==> config.mk <==
export PLATFORM = sky130hd
export DESIGN_NAME = phy_mii_side_port
export DESIGN_NICKNAME = d
export VERILOG_FILES = /design/src/rtl/mii_port_pkg.sv /design/src/rtl/nib_clk_gen.sv /design/src/rtl/phy_mii_side_port.sv
export SDC_FILE = /design/constraint.sdc
export NUM_CORES = 1
export LEC_CHECK = 0
export ABC_AREA = 0
export BUFFER_PORTS_ARGS = -buffer_cell sky130_fd_sc_hd__buf_2
export CAP_MARGIN = 25
export CORE_MARGIN = 2
export CORE_UTILIZATION = 45
export DETAILED_ROUTE_END_ITERATION = 16
export PLACE_DENSITY = 0.74
export SLEW_MARGIN = 10
export SYNTH_ARGS = -nofsm -noshare
export SYNTH_HDL_FRONTEND = slang
export SYNTH_SLANG_ARGS = --single-unit
==> constraint.sdc <==
create_clock -name i_mclk -period 1.51 [get_ports i_mclk]
set_input_delay 0.0755 -clock i_mclk [delete_from_list [all_inputs] [get_ports i_mclk]]
set_output_delay 0.0755 -clock i_mclk [all_outputs]
set_load 0.01 [all_outputs]
==> src/rtl/mii_port_pkg.sv <==
// package of constants for the PHY-side MII port
// assumes a 200 MHz system clock drives all logic
package mii_port_pkg;
  // ***************************************************************
  // clock rates
  // ***************************************************************
  localparam int          SYS_CLK_MHZ    = 200;
  localparam int          FAST_NIB_MHZ10 = 250; // 25 MHz, in 0.1 MHz
  localparam int          SLOW_NIB_MHZ10 = 25;  // 2.5 MHz, in 0.1 MHz
  // half periods of the nibble clocks in system cycles
  localparam int          HALF_FAST = (SYS_CLK_MHZ * 10) / (2 * FAST_NIB_MHZ10);
  localparam int          HALF_SLOW = (SYS_CLK_MHZ * 10) / (2 * SLOW_NIB_MHZ10);
  localparam logic [5:0]  HALF_FAST_CNT  = 6'(HALF_FAST);
  localparam logic [5:0]  HALF_SLOW_CNT  = 6'(HALF_SLOW);
  // management clock ceiling and its least half period
  localparam int          MGMT_MAX_MHZ10 = 80;  // 8 MHz, in 0.1 MHz
  localparam int          MGMT_HALF_MIN =
    (SYS_CLK_MHZ * 10 + 2 * MGMT_MAX_MHZ10 - 1) / (2 * MGMT_MAX_MHZ10);
  localparam logic [3:0]  MGMT_HALF_CNT  = 4'(MGMT_HALF_MIN);
  // ***************************************************************
  // widths
  // ***************************************************************
  localparam int          NIB_W          = 4;
  localparam int          PHY_ADDR_W     = 5;
  localparam logic [2:0]  PHY_ADDR_HIGH  = 3'h0;
endpackage

==> src/rtl/nib_clk_gen.sv <==
// nibble clock divider: one toggling clock plus edge pulses
// assumes the speed select is stable or synchronous to i_mclk
`timescale 1ns/1ps
module nib_clk_gen
(
  // clock and reset
  input  wire logic i_mclk,
  input  wire logic i_reset_n,
  // speed select, high for 100 Mbps
  input  wire logic i_fast,
  // nibble clock and its edges
  output logic      o_clk,
  output logic      o_rise,
  output logic      o_fall
);
  logic [5:0] cnt_ff;
  logic [5:0] nxt_cnt;
  logic       clk_ff;
  logic       nxt_clk;
  logic       rise_ff;
  logic       nxt_rise;
  logic       fall_ff;
  logic       nxt_fall;
  logic [5:0] half;

  // ***************************************************************
  // divider
  // ***************************************************************
  // count a half period, then flip the clock
  always_comb
  begin
    half     = i_fast ? mii_port_pkg::HALF_FAST_CNT
                      : mii_port_pkg::HALF_SLOW_CNT;
    nxt_cnt  = cnt_ff + 6'h01;
    nxt_clk  = clk_ff;
    nxt_rise = 1'b0;
    nxt_fall = 1'b0;
    if (cnt_ff >= half - 6'h01)
    begin
      nxt_cnt  = 6'h00;
      nxt_clk  = ~clk_ff;
      nxt_rise = ~clk_ff;
      nxt_fall = clk_ff;
    end
  end

  // registers only; clocks idle high as in hardware reset
  always_ff @(posedge i_mclk or negedge i_reset_n)
  begin
    if (!i_reset_n)
    begin
      cnt_ff  <= 6'h00;
      clk_ff  <= 1'b1;
      rise_ff <= 1'b0;
      fall_ff <= 1'b0;
    end
    else
    begin
      cnt_ff  <= nxt_cnt;
      clk_ff  <= nxt_clk;
      rise_ff <= nxt_rise;
      fall_ff <= nxt_fall;
    end
  end

  assign o_clk  = clk_ff;
  assign o_rise = rise_ff;
  assign o_fall = fall_ff;
endmodule // nib_clk_gen

==> src/rtl/phy_mii_side_port.sv <==
// PHY side of the media independent interface: nibble clocks,
// transmit capture, receive drive, carrier sense and collision
// assumes the line side hands in receive nibbles on i_mclk and
// a MAC on the far side drives transmit on our transmit clock
`timescale 1ns/1ps
// Contract
// MAC changes transmit nibble on transmit clock
// MAC holds tx enable during valid nibbles
// PHY sources both clocks, 2.5/25 MHz
// receive nibble changes on receive clock
// rx data valid marks exactly valid nibbles
// rx error flags receive error, clocked
// collision high for whole collision
// collision asynchronous, low in full duplex
// half duplex: carrier on transmit or receive
// full duplex: carrier only on receive
// carrier may rise at any time
// carrier drops on receive clock
// management clock no faster than 8 MHz
// management line driven only in own turn
// answer only matching strapped address bits
module phy_mii_side_port
(
  // clock and reset
  input  wire logic       i_mclk,
  input  wire logic       i_reset_n,
  // mode controls
  input  wire logic       i_speed_100,
  input  wire logic       i_full_duplex,
  // MII transmit side from the MAC
  input  wire logic [3:0] i_txd,
  input  wire logic       i_tx_en,
  output logic            o_tx_clk,
  // MII receive side to the MAC
  output logic            o_rx_clk,
  output logic [3:0]      o_rxd,
  output logic            o_rx_dv,
  output logic            o_rx_er,
  output logic            o_crs,
  output logic            o_col,
  // line side
  input  wire logic [3:0] i_line_rxd,
  input  wire logic       i_line_rx_dv,
  input  wire logic       i_line_rx_er,
  input  wire logic       i_line_carrier,
  input  wire logic       i_line_active,
  output logic [3:0]      o_line_txd,
  output logic            o_line_tx_en,
  // management pins and address straps
  input  wire logic       i_mdc,
  input  wire logic       i_mdio,
  input  wire logic       i_mgmt_drive,
  input  wire logic       i_mgmt_bit,
  input  wire logic [4:0] i_mgmt_addr,
  input  wire logic       i_phy_addr_sel_bit0,
  input  wire logic       i_phy_addr_sel_bit1,
  output logic            o_mdio,
  output logic            o_mdio_oe,
  output logic            o_addr_match,
  output logic            o_mdc_too_fast
);
  // ***************************************************************
  // nibble clocks
  // ***************************************************************
  logic nclk;
  logic nrise;
  logic nfall;

  // one divider feeds both clocks so they stay in phase
  nib_clk_gen u_nclk
  (
    .i_mclk    (i_mclk),
    .i_reset_n (i_reset_n),
    .i_fast    (i_speed_100),
    .o_clk     (nclk),
    .o_rise    (nrise),
    .o_fall    (nfall)
  );
  assign o_tx_clk = nclk;
  assign o_rx_clk = nclk;

  // ***************************************************************
  // input synchronisers
  // ***************************************************************
  logic [8:0] s1_ff;
  logic [8:0] s2_ff;
  logic [3:0] ts_txd;
  logic       ts_en;
  logic       sm_mdc;
  logic       sm_mdio;
  logic [1:0] sa_strap;

  // two flops on each pin-facing input
  always_ff @(posedge i_mclk or negedge i_reset_n)
  begin
    if (!i_reset_n)
    begin
      s1_ff <= 9'h000;
      s2_ff <= 9'h000;
    end
    else
    begin
      s1_ff <= {i_phy_addr_sel_bit1, i_phy_addr_sel_bit0, i_mdio,
                i_mdc, i_tx_en, i_txd};
      s2_ff <= s1_ff;
    end
  end
  // nibble and enable share one stage so they stay aligned
  assign ts_txd   = s2_ff[3:0];
  assign ts_en    = s2_ff[4];
  assign sm_mdc   = s2_ff[5];
  assign sm_mdio  = s2_ff[6];
  assign sa_strap = s2_ff[8:7];

  // ***************************************************************
  // transmit capture and receive drive
  // ***************************************************************
  logic [3:0] ltxd_ff;
  logic [3:0] nxt_ltxd;
  logic       lten_ff;
  logic       nxt_lten;
  logic [3:0] rxd_ff;
  logic [3:0] nxt_rxd;
  logic       dv_ff;
  logic       nxt_dv;
  logic       er_ff;
  logic       nxt_er;

  // the MAC changes data on our rising edge, so we sample on
  // falling edge, half a period away from any change
  always_comb
  begin
    nxt_ltxd = ltxd_ff;
    nxt_lten = lten_ff;
    nxt_rxd  = rxd_ff;
    nxt_dv   = dv_ff;
    nxt_er   = er_ff;
    if (nfall)
    begin
      nxt_ltxd = ts_en ? ts_txd : 4'h0;
      nxt_lten = ts_en;
    end
    if (nrise)
    begin
      nxt_rxd = i_line_rx_dv ? i_line_rxd : 4'h0;
      nxt_dv  = i_line_rx_dv;
      nxt_er  = i_line_rx_er;
    end
  end

  always_ff @(posedge i_mclk or negedge i_reset_n)
  begin
    if (!i_reset_n)
    begin
      ltxd_ff <= 4'h0;
      lten_ff <= 1'b0;
      rxd_ff  <= 4'h0;
      dv_ff   <= 1'b0;
      er_ff   <= 1'b0;
    end
    else
    begin
      ltxd_ff <= nxt_ltxd;
      lten_ff <= nxt_lten;
      rxd_ff  <= nxt_rxd;
      dv_ff   <= nxt_dv;
      er_ff   <= nxt_er;
    end
  end
  assign o_line_txd   = ltxd_ff;
  assign o_line_tx_en = lten_ff;
  assign o_rxd        = rxd_ff;
  assign o_rx_dv      = dv_ff;
  assign o_rx_er      = er_ff;

  // ***************************************************************
  // carrier sense and collision
  // ***************************************************************
  logic crs_ff;
  logic nxt_crs;
  logic col_ff;
  logic nxt_col;
  logic sense;

  // rise at once, fall only on a receive clock edge
  always_comb
  begin
    sense   = i_line_carrier | (~i_full_duplex & lten_ff);
    nxt_crs = crs_ff;
    if (sense)
      nxt_crs = 1'b1;
    else if (nrise)
      nxt_crs = 1'b0;
    // collision follows the line with no clock alignment
    nxt_col = ~i_full_duplex & lten_ff & i_line_active;
  end

  always_ff @(posedge i_mclk or negedge i_reset_n)
  begin
    if (!i_reset_n)
    begin
      crs_ff <= 1'b0;
      col_ff <= 1'b0;
    end
    else
    begin
      crs_ff <= nxt_crs;
      col_ff <= nxt_col;
    end
  end
  assign o_crs = crs_ff;
  assign o_col = col_ff;

  // ***************************************************************
  // management pin and address match
  // ***************************************************************
  logic       match_ff;
  logic       nxt_match;
  logic       md_ff;
  logic       nxt_md;
  logic       oe_ff;
  logic       nxt_oe;
  logic       mdc_d_ff;
  logic       fast_ff;
  logic       nxt_fast;
  logic [3:0] hcnt_ff;
  logic [3:0] nxt_hcnt;

  // only low two address bits are strapped, the rest fixed
  always_comb
  begin
    nxt_match = (i_mgmt_addr ==
      {mii_port_pkg::PHY_ADDR_HIGH, sa_strap});
    nxt_oe    = i_mgmt_drive & nxt_match;
    nxt_md    = nxt_oe ? i_mgmt_bit : 1'b1;
    // flag a management half period shorter than allowed
    nxt_hcnt  = (sm_mdc != mdc_d_ff) ? 4'h0
              : (hcnt_ff == 4'hF ? hcnt_ff : hcnt_ff + 4'h1);
    nxt_fast  = fast_ff;
    if ((sm_mdc != mdc_d_ff) &&
        (hcnt_ff < mii_port_pkg::MGMT_HALF_CNT - 4'h1))
      nxt_fast = 1'b1;
  end

  always_ff @(posedge i_mclk or negedge i_reset_n)
  begin
    if (!i_reset_n)
    begin
      match_ff <= 1'b0;
      md_ff    <= 1'b1;
      oe_ff    <= 1'b0;
      mdc_d_ff <= 1'b0;
      fast_ff  <= 1'b0;
      hcnt_ff  <= 4'hF;
    end
    else
    begin
      match_ff <= nxt_match;
      md_ff    <= nxt_md;
      oe_ff    <= nxt_oe;
      mdc_d_ff <= sm_mdc;
      fast_ff  <= nxt_fast;
      hcnt_ff  <= nxt_hcnt;
    end
  end
  assign o_addr_match   = match_ff;
  assign o_mdio         = md_ff;
  assign o_mdio_oe      = oe_ff;
  assign o_mdc_too_fast = fast_ff;

  // ***************************************************************
  // checks
  // ***************************************************************
  rx_valid_data_a: assert property (@(posedge i_mclk) disable iff
    (!i_reset_n) nrise |=> (o_rx_dv == $past(i_line_rx_dv)))
    else $error("rx valid not taken on clock edge");
  rxd_edge_a: assert property (@(posedge i_mclk) disable iff
    (!i_reset_n) !$past(nrise) |-> $stable(o_rxd))
    else $error("rx nibble moved off clock edge");
  rx_err_edge_a: assert property (@(posedge i_mclk) disable iff
    (!i_reset_n) !$past(nrise) |-> $stable(o_rx_er))
    else $error("rx error moved off clock edge");
  col_full_dup_a: assert property (@(posedge i_mclk) disable iff
    (!i_reset_n) i_full_duplex ##1 i_full_duplex |-> !o_col)
    else $error("collision in full duplex");
  crs_fall_edge_a: assert property (@(posedge i_mclk) disable iff
    (!i_reset_n) $fell(o_crs) |-> $past(nrise))
    else $error("carrier dropped off clock edge");
  crs_half_tx_a: assert property (@(posedge i_mclk) disable iff
    (!i_reset_n) (!i_full_duplex && lten_ff) |=> o_crs)
    else $error("carrier missing during transmit");
  crs_rise_a: assert property (@(posedge i_mclk) disable iff
    (!i_reset_n) i_line_carrier |=> o_crs)
    else $error("carrier late on receive");
  mdio_turn_a: assert property (@(posedge i_mclk) disable iff
    (!i_reset_n) o_mdio_oe |-> o_addr_match)
    else $error("management line driven without match");
endmodule // phy_mii_side_port
# ---- Word level (Yosys, flattened, before mapping)
# Index checks and enable logic that the tools add are counted.
# Widths: inputs -> output; s select.
dict set report word_totals {
  regBits 49
  in_bits 28
  out_inout_bits 19
  word_cells 47
}
dict set report op_classes {
  addsub 3
  n_lt_le_gt_ge 2
  n_eq_ne 4
  mux 11
  n_bitwise 6
  reduce_logical 2
}
# cell count
set op_table {}
lappend op_table {{$mux 4} 4}
lappend op_table {{$mux 6} 2}
lappend op_table {{$add 6x1->6 const B} 1}
lappend op_table {{$ge 6x6->1} 1}
lappend op_table {{$sub 6x1->6 const B} 1}
lappend op_table {{$eq 5x2->1} 1}
lappend op_table {{$mux 1} 5}
lappend op_table {{$add 4x1->4 const B} 1}
lappend op_table {{$eq 4x4->1 const B} 1}
lappend op_table {{$lt 4x4->1 const B} 1}
lappend op_table {{$and 1x1->1} 3}
lappend op_table {{$ne 2x2->1 const B} 1}
lappend op_table {{$not 1->1} 2}
lappend op_table {{$reduce_bool 2->1} 1}
lappend op_table {{$logic_and 1x1->1} 1}
lappend op_table {{$ne 1x1->1} 1}
lappend op_table {{$or 1x1->1} 1}

# ---- Longest topological paths before layout
# Gate-level depths: netlist (run 1).
dict set report depth {
  depth_word 4
  ltp_mapped 5
  depth_no_buf 4
}

# ---- By module
# From an unflattened synthesis (run 1), not the netlist that was laid out.
dict set report hier_totals {
  hier_cells 130
  hier_area_um2 1691.6
}
# mod n_inst cells_per_inst area_per_inst_um2 seq_area_each_um2
set modules_own_cells {}
lappend modules_own_cells {phy_mii_side_port 1 97 1291.2 957.2}
lappend modules_own_cells {nib_clk_gen 1 33 400.4 226.5}

# ---- Least setup slack after synthesis (run 1)
# Ideal clock, no wire load.
dict set report synth_timing {
  path_type {register to register}
  start {register u_nclk.cnt_ff[2]}
  end {register u_nclk.fall_ff, in the netlist u_nclk.o_fall}
  setup_time_ps 119
  t_arrival_ps 1558
  required_ps 1391
  slack_ps -167
  path_stages_with_launch 6
  n_path_buf 1
  period_less_slack_ps 1677
  path_cell_list {dfrtp_1 ha_1 a2111o_1 a21o_1 clkbuf_1 and2_1}
}
dict set report synth_between {
  elab_chain_cells 2
}
# element line
set synth_lines {}
lappend synth_lines {{start, declared} nib_clk_gen.sv:16} ;# logic [5:0] cnt_ff;
lappend synth_lines {{start signal, assigned} nib_clk_gen.sv:59} ;# cnt_ff <= nxt_cnt;
lappend synth_lines {{$ge 6x6->1} nib_clk_gen.sv:38} ;# if (cnt_ff >= half - 6'h01)
lappend synth_lines {{$mux 1} nib_clk_gen.sv:38}
lappend synth_lines {{net u_nclk.nxt_fall} nib_clk_gen.sv:23} ;# logic nxt_fall;
lappend synth_lines {{end signal, assigned} nib_clk_gen.sv:62} ;# fall_ff <= nxt_fall;
lappend synth_lines {{end, declared} nib_clk_gen.sv:22} ;# logic fall_ff;
# The timed path passes the listed nets, and every way through them passes these cells.
# A chain may end at the register's enable or synchronous reset.

# ---- Final worst setup path (run 1)
dict set report layout_timing {
  start {register u_nclk.cnt_ff[1]}
  end {register u_nclk.fall_ff, in the netlist u_nclk.o_fall}
}
# The elaborated chain is that of the path after synthesis.

==> run_results.csv, run 1 <==
group,metric,value,unit
outcome,outcome,"complete, but fails checks",
outcome,violations,"setup timing",
routing,firstDrtPassIters,4,
flow_run,maxCapViolCount,0,
synth,synth_area,1679,um^2
sta,whs,0.01705,ns
sta,skew,0.005762,ns
routing,vias,1162,
final_layout,final_cell_mix,"buf_2, dfrtp_1, dlygate4sd3_1",
placement,gp_congestion,0.7730,
setup_path,worst-path-max-fanout,5,
routing,drc,0,
grt,grt_pass1_wl,4698,um
floorplanning,ioPinCount,47,
sta,worst_pin_slew,0.5552,ns
setup_path,required,1.70,ns
sta,fin_setup_tns,-0.1734,ns
sta,fmax,640.3,MHz
power_and_ir_drop,power.density,1595,nW/um^2
sta,slew_viol_final,0,
sta,rsz0062_at_grt,"yes",
grt,grt_max_degree,48,
floorplanning,die_w,65.09,um
sta,setup_ws,-0.05186,ns
grt,grt.overflow.total,0,
routing,drt-initial-drc-count,47,
final_layout,n_antenna_cell,0,
setup_path,arrival,1.76,ns
cts,htreeDepth,2,
synth,postSynthNetCount,162,
routing,wl_per_cell,11.93,um
floorplanning,num_rows,22,
routing,vias_per_cell,4.704,
floorplanning,fp.dieArea,4236,um^2
placement,port_buffers,45,
power_and_ir_drop,ir_drop,0.001018,V
cts,cts.sinks,47,
grt,globalRouteTotalUtil,15.13,%
floorplanning,die_h,65.09,um
setup_path,path_class,"reg2reg",
cts,root_buffer,"clkbuf_8",
placement,hpwl,1954,um
synth,yosysWarnings,0,
floorplanning,start_util,46.21,%
power_and_ir_drop,finalPower,3.616,mW
synth,syn_area_per_cell,12.92,um^2
synth,yosysUniqueCellTypes,25,
final_layout,area_delta_synth_final,35.02,%
cts,cts_tree,"done",
setup_path,timing.reg2reg.worst_path_depth,4,
cts,clockBufferDepth,2,
final_layout,layoutNonFillerInstCount,247,
synth,synth_seq_cells,47,
sta,relSlewSlack,62.99,%
final_layout,drive_gt1_share,36.68,%
floorplanning,core,3633,um^2
setup_path,cp-start-kind,"register",
cts,cts_buffers,5,
routing,wl,2947,um
sta,setup_viol,5,
placement,dp_cells,224,
final_layout,final_common_cell,"buf_2",
synth,synthCells,130,
grt,grt_pass1_vias,1095,
sta,fin_crit,1.562,ns
sta,period_share,103.4,%
final_layout,fin_nets,230,
setup_path,end_kind,"register",
sta,hold_violations,0,
routing,postRouteAntennaNets,0,
synth,ys_seq_area_share,70.49,%
cts,clock_latency,0.29,ns
power_and_ir_drop,p_leak,1.086,nW
hold_path,hold_path.class,"in2reg",
grt,antenna_found_initial,0,
cts,clk_pin_slew,0.08,ns
hold_path,hold_path_depth,3,
[worst paths after layout]
path,from,to,slack [ns]
worst min-delay path,i_line_rxd[0],o_rxd[0],0.02
max in group asynchronous,i_reset_n,hcnt_ff[3],0.74
worst max-delay path,u_nclk.cnt_ff[1],u_nclk.o_fall,-0.05
min in group asynchronous,i_reset_n,s2_ff[5],0.38
worst min register to register,s1_ff[0],s2_ff[0],0.35
worst max register to register,u_nclk.cnt_ff[1],u_nclk.o_fall,-0.05
[sequential cells by signal, indices dropped and copies added, names as in the netlist, 4 cells and up]
name	cells
s1_ff	8
s2_ff	8
u_nclk.cnt_ff	6
hcnt_ff	4
o_line_txd	4
o_rxd	4
[final cells by class]
type,instances,area (um^2)
inverters,11,41.29
clock buffers,7,76.32
repair buffers,64,402.9
fillers,295,1366
clock inverters,1,30.03
flip-flops and latches,47,1184
well taps,48,60.06
multi-input cells,69,473.0
[synthesized netlist by cell type, drive strengths merged]
master	n	area (um^2)
dfstp	6	157.7
mux2	2	22.52
nand3	12	60.06
dfrtp	41	1026
ha	4	50.05
inv	11	41.29
buf	1	7.510
a31oi	1	6.260
or4	1	11.26
or3	1	6.260
a21oi	2	10.01
o21ai	11	55.05
or4b	1	10.01
a2111o	1	11.26
a21o	2	15.01
nor3b	3	22.52
and2	1	6.260
xnor2	2	17.52
nor3	2	10.01
nand2	4	15.01
nor2	10	37.54
clkbuf	3	11.26
xor2	6	52.55
nor2b	1	6.260
mux2i	1	10.01
[routing by layer]
layer / vias to the layer above / track usage [%] / wire length [um]
li1: 564 / - / -
met1: 557 / 16.96 / 1214
met2: 32 / 24.87 / 1507
met3: 9 / 5.903 / 147
met4: 0 / 8.073 / 77
met5: - / 0 / 0
[where the power goes]
group | internal (mW) | switching (mW) | total, mW
logic | 0.489 | 0.479 | 0.969
registers | 1.56 | 0.217 | 1.78
clock network | 0.495 | 0.375 | 0.870
[kinds of logic (layout without fill, tap and decap cells)]
kind of cell | after synthesis | count (layout) | synth area share [%]
adder cells (fa/ha/maj) | 4 | 4 | 2.981
AND/OR/NAND/NOR | 36 | 36 | 11.03
flip-flops | 47 | 47 | 70.49
XOR/XNOR | 8 | 8 | 4.173
AO/OA/AOI/OAI | 17 | 18 | 5.812
buffers and inverters | 15 | 83 | 3.577
multiplexers | 3 | 3 | 1.937
[per-stage QoR]
step,cell area (um^2),util (%),setup WS [ns]
6_report,2267,62.40,-0.05186
5_1_grt,2267,62.40,-0.09019
4_1_cts,2230,61.36,-0.05370
3_5_place_dp,1983,54.58,-0.06497
3_3_place_gp,1983,54.58,-0.01862
2_1_floorplan,1689,-,-0.06444
[timing repair]
item,in CTS,in global routing
buffers inserted,0,0
gates cloned,0,1
gates resized for setup,3,5
pin swaps,0,4
hold buffers,13,1
endpoints found under the setup margin,4,10
endpoints found under the hold margin,54,1
[worst max-delay path, cell delays in order (launching register included)]
cell      delay [ns]
dfrtp_1         0.41
ha_1            0.22
a2111o_1        0.45
a21o_4          0.25
and2_4          0.13
(Power assumes the default switching activity.)
==> inputs of run 2 (changes only) <==
Settings changed: CORE_UTILIZATION 45 to 54, PLACE_DENSITY 0.74 to 0.83.
Clock period 1.51 ns to 1.8 ns, I/O delays scaled along.
==> run_results.csv, run 2 (synthesis results as in run 1) <==
group,metric,value,unit
power_and_ir_drop,internal_power,1.941,mW
cts,post_cts_resized,0,
placement,hpwl,1917,um
grt,grt_max_degree,27,
routing,drc,0,
final_layout,fin_area,2266,um^2
power_and_ir_drop,ir_drop,0.0007269,V
placement,placed_area,1942,um^2
floorplanning,start_util,55.92,%
cts,htreeDepth,2,
cts,root_buffer,"clkbuf_4",
sta,setup_viol,0,
floorplanning,die_h,59.76,um
sta,worst_pin_slew,0.3939,ns
routing,wl,2914,um
routing,firstDrtPassIters,4,
floorplanning,core,3003,um^2
cts,cts.sinks,47,
cts,clk_pin_slew,0.14,ns
placement,port_buffers,45,
cts,cts_buffers,5,
grt,grt_pass1_vias,1154,
sta,hold_violations,0,
setup_path,r2r-end,"o_addr_match",
setup_path,startpoint,"s2_ff[7]",
grt,globalRouteTotalUtil,18.64,%
grt,grt_pass1_wl,4685,um
routing,route.met3.wl,139,um
sta,slew_viol_final,0,
routing,wl_per_cell,12.24,um
hold_path,hold_path.class,"in2reg",
setup_path,worst-path-max-fanout,3,
final_layout,fin_nets,236,
setup_path,path_class,"reg2reg",
final_layout,layoutNonFillerInstCount,238,
sta,period_share,95.93,%
outcome,outcome,"complete, no violations",
routing,postRouteAntennaNets,0,
sta,rsz0062_at_grt,"no",
setup_path,required,2.11,ns
grt,antenna_found_initial,0,
routing,vias_per_cell,4.950,
final_layout,n_antenna_cell,0,
final_layout,utilization,75.46,%
final_layout,largestRegisters,"s1_ff: 8 flops, s2_ff: 8 flops, u_nclk.cnt_ff: 6 flops",
power_and_ir_drop,seqPwrFrac,53.0,%
final_layout,final_cell_mix,"buf_2, dfrtp_1, dlygate4sd3_1",
power_and_ir_drop,netSwitchingFraction,30.61,%
final_layout,area_delta_synth_final,34.95,%
cts,cts_tree,"done",
sta,fin_crit,1.727,ns
floorplanning,ioPinCount,47,
sta,relSlewSlack,73.65,%
routing,vias,1178,
sta,whs,0.1648,ns
placement,dp_cells,206,
routing,drt-initial-drc-count,48,
cts,clockBufferDepth,2,
flow_run,maxCapViolCount,0,
setup_path,ff2ff_setup_slack,0.07,ns
floorplanning,num_rows,20,
routing,highest_layer,"met4",
power_and_ir_drop,p_leak,1.101,nW
cts,clock_latency,0.36,ns
power_and_ir_drop,p_sw,0.8562,mW
power_and_ir_drop,clkPwrFrac,22.5,%
setup_path,timing.reg2reg.worst_path_depth,4,
sta,skew,0.01265,ns
setup_path,end_kind,"register",
setup_path,critPathCapture,"o_addr_match",
setup_path,cp-start-kind,"register",
final_layout,drive_gt1_share,31.22,%
routing,met1_length,1144,um
routing,wl_met2,1571,um
floorplanning,die_w,59.76,um
power_and_ir_drop,power.density,1234,nW/um^2
sta,fmax,579.1,MHz
floorplanning,fp.dieArea,3571,um^2
final_layout,final_common_cell,"buf_2",
setup_path,arrival,2.04,ns
grt,grt.overflow.total,0,
placement,gp_congestion,0.7353,
setup_path,r2r-start,"s2_ff[7]",
sta,fin_setup_tns,0,ns
power_and_ir_drop,p_comb_share,24.5,%
## run 2: power groups by stage
stage | sequential (mW) | clock, mW | combinational (mW)
2_1_floorplan | 1.52 | 0 | 0.370
6_report | 1.48 | 0.629 | 0.686
3_5_place_dp | 1.50 | 0 | 0.651
3_3_place_gp | 1.48 | 0 | 0.617
4_1_cts | 1.48 | 0.644 | 0.691
5_1_grt | 1.52 | 0.702 | 0.782
## run 2: worst min path at each step
| stage | start | to | slack (ns) | cells past startpoint |
|---|---|---|---|---|
| after floorplan | i_reset_n | mdc_d_ff | -0.21 | 0 |
| after global placement | i_reset_n | s1_ff[8] | 0.08 | 2 |
| after detailed placement | i_reset_n | s1_ff[7] | 0.09 | 2 |
| after CTS | i_line_rx_dv | o_rxd[1] | 0.007 | 3 |
| after global routing | i_mgmt_addr[0] | o_mdio_oe | 0.15 | 4 |
| final | i_mgmt_addr[0] | o_mdio_oe | 0.16 | 4 |
## run 2: repair_timing
item | 4_1_cts | 5_1_grt
hold buffers | 23 | 1
setup buffers | 0 | 0
endpoints found under the hold margin | 65 | 1
setup endpoints to repair | 0 | 0
## run 2: worst max-delay path, stage by stage (launching register included)
cell and delay (ns):
dfrtp_1 0.39, xor2_1 0.16, or4_4 0.48, nor2_1 0.11, dlygate4sd3_1 0.55
## run 2: stage by stage
stage | worst slack, ns | power (mW)
final | 0.07330 | 2.797
after floorplan | 0.1229 | 1.893
after global placement | 0.1591 | 2.101
after detailed placement | 0.1133 | 2.155
after global routing | 0.04121 | 3.005
after CTS | 0.08806 | 2.819
## run 2: layout make-up
type / instances / area, um^2
flip-flops and latches: 47 / 1184
multi-input cells: 68 / 435.4
well taps: 33 / 41.29
repair buffers: 71 / 480.5
fillers: 198 / 737.0
inverters: 11 / 41.29
clock inverters: 3 / 46.29
clock buffers: 5 / 37.54
## run 2: per-layer routing
layer | GRT usage, % | vias to the layer above
li1 | - | 576
met3 | 7.792 | 7
met1 | 18.59 | 566
met2 | 33.07 | 29
met4 | 8.889 | 0
met5 | 0 | -
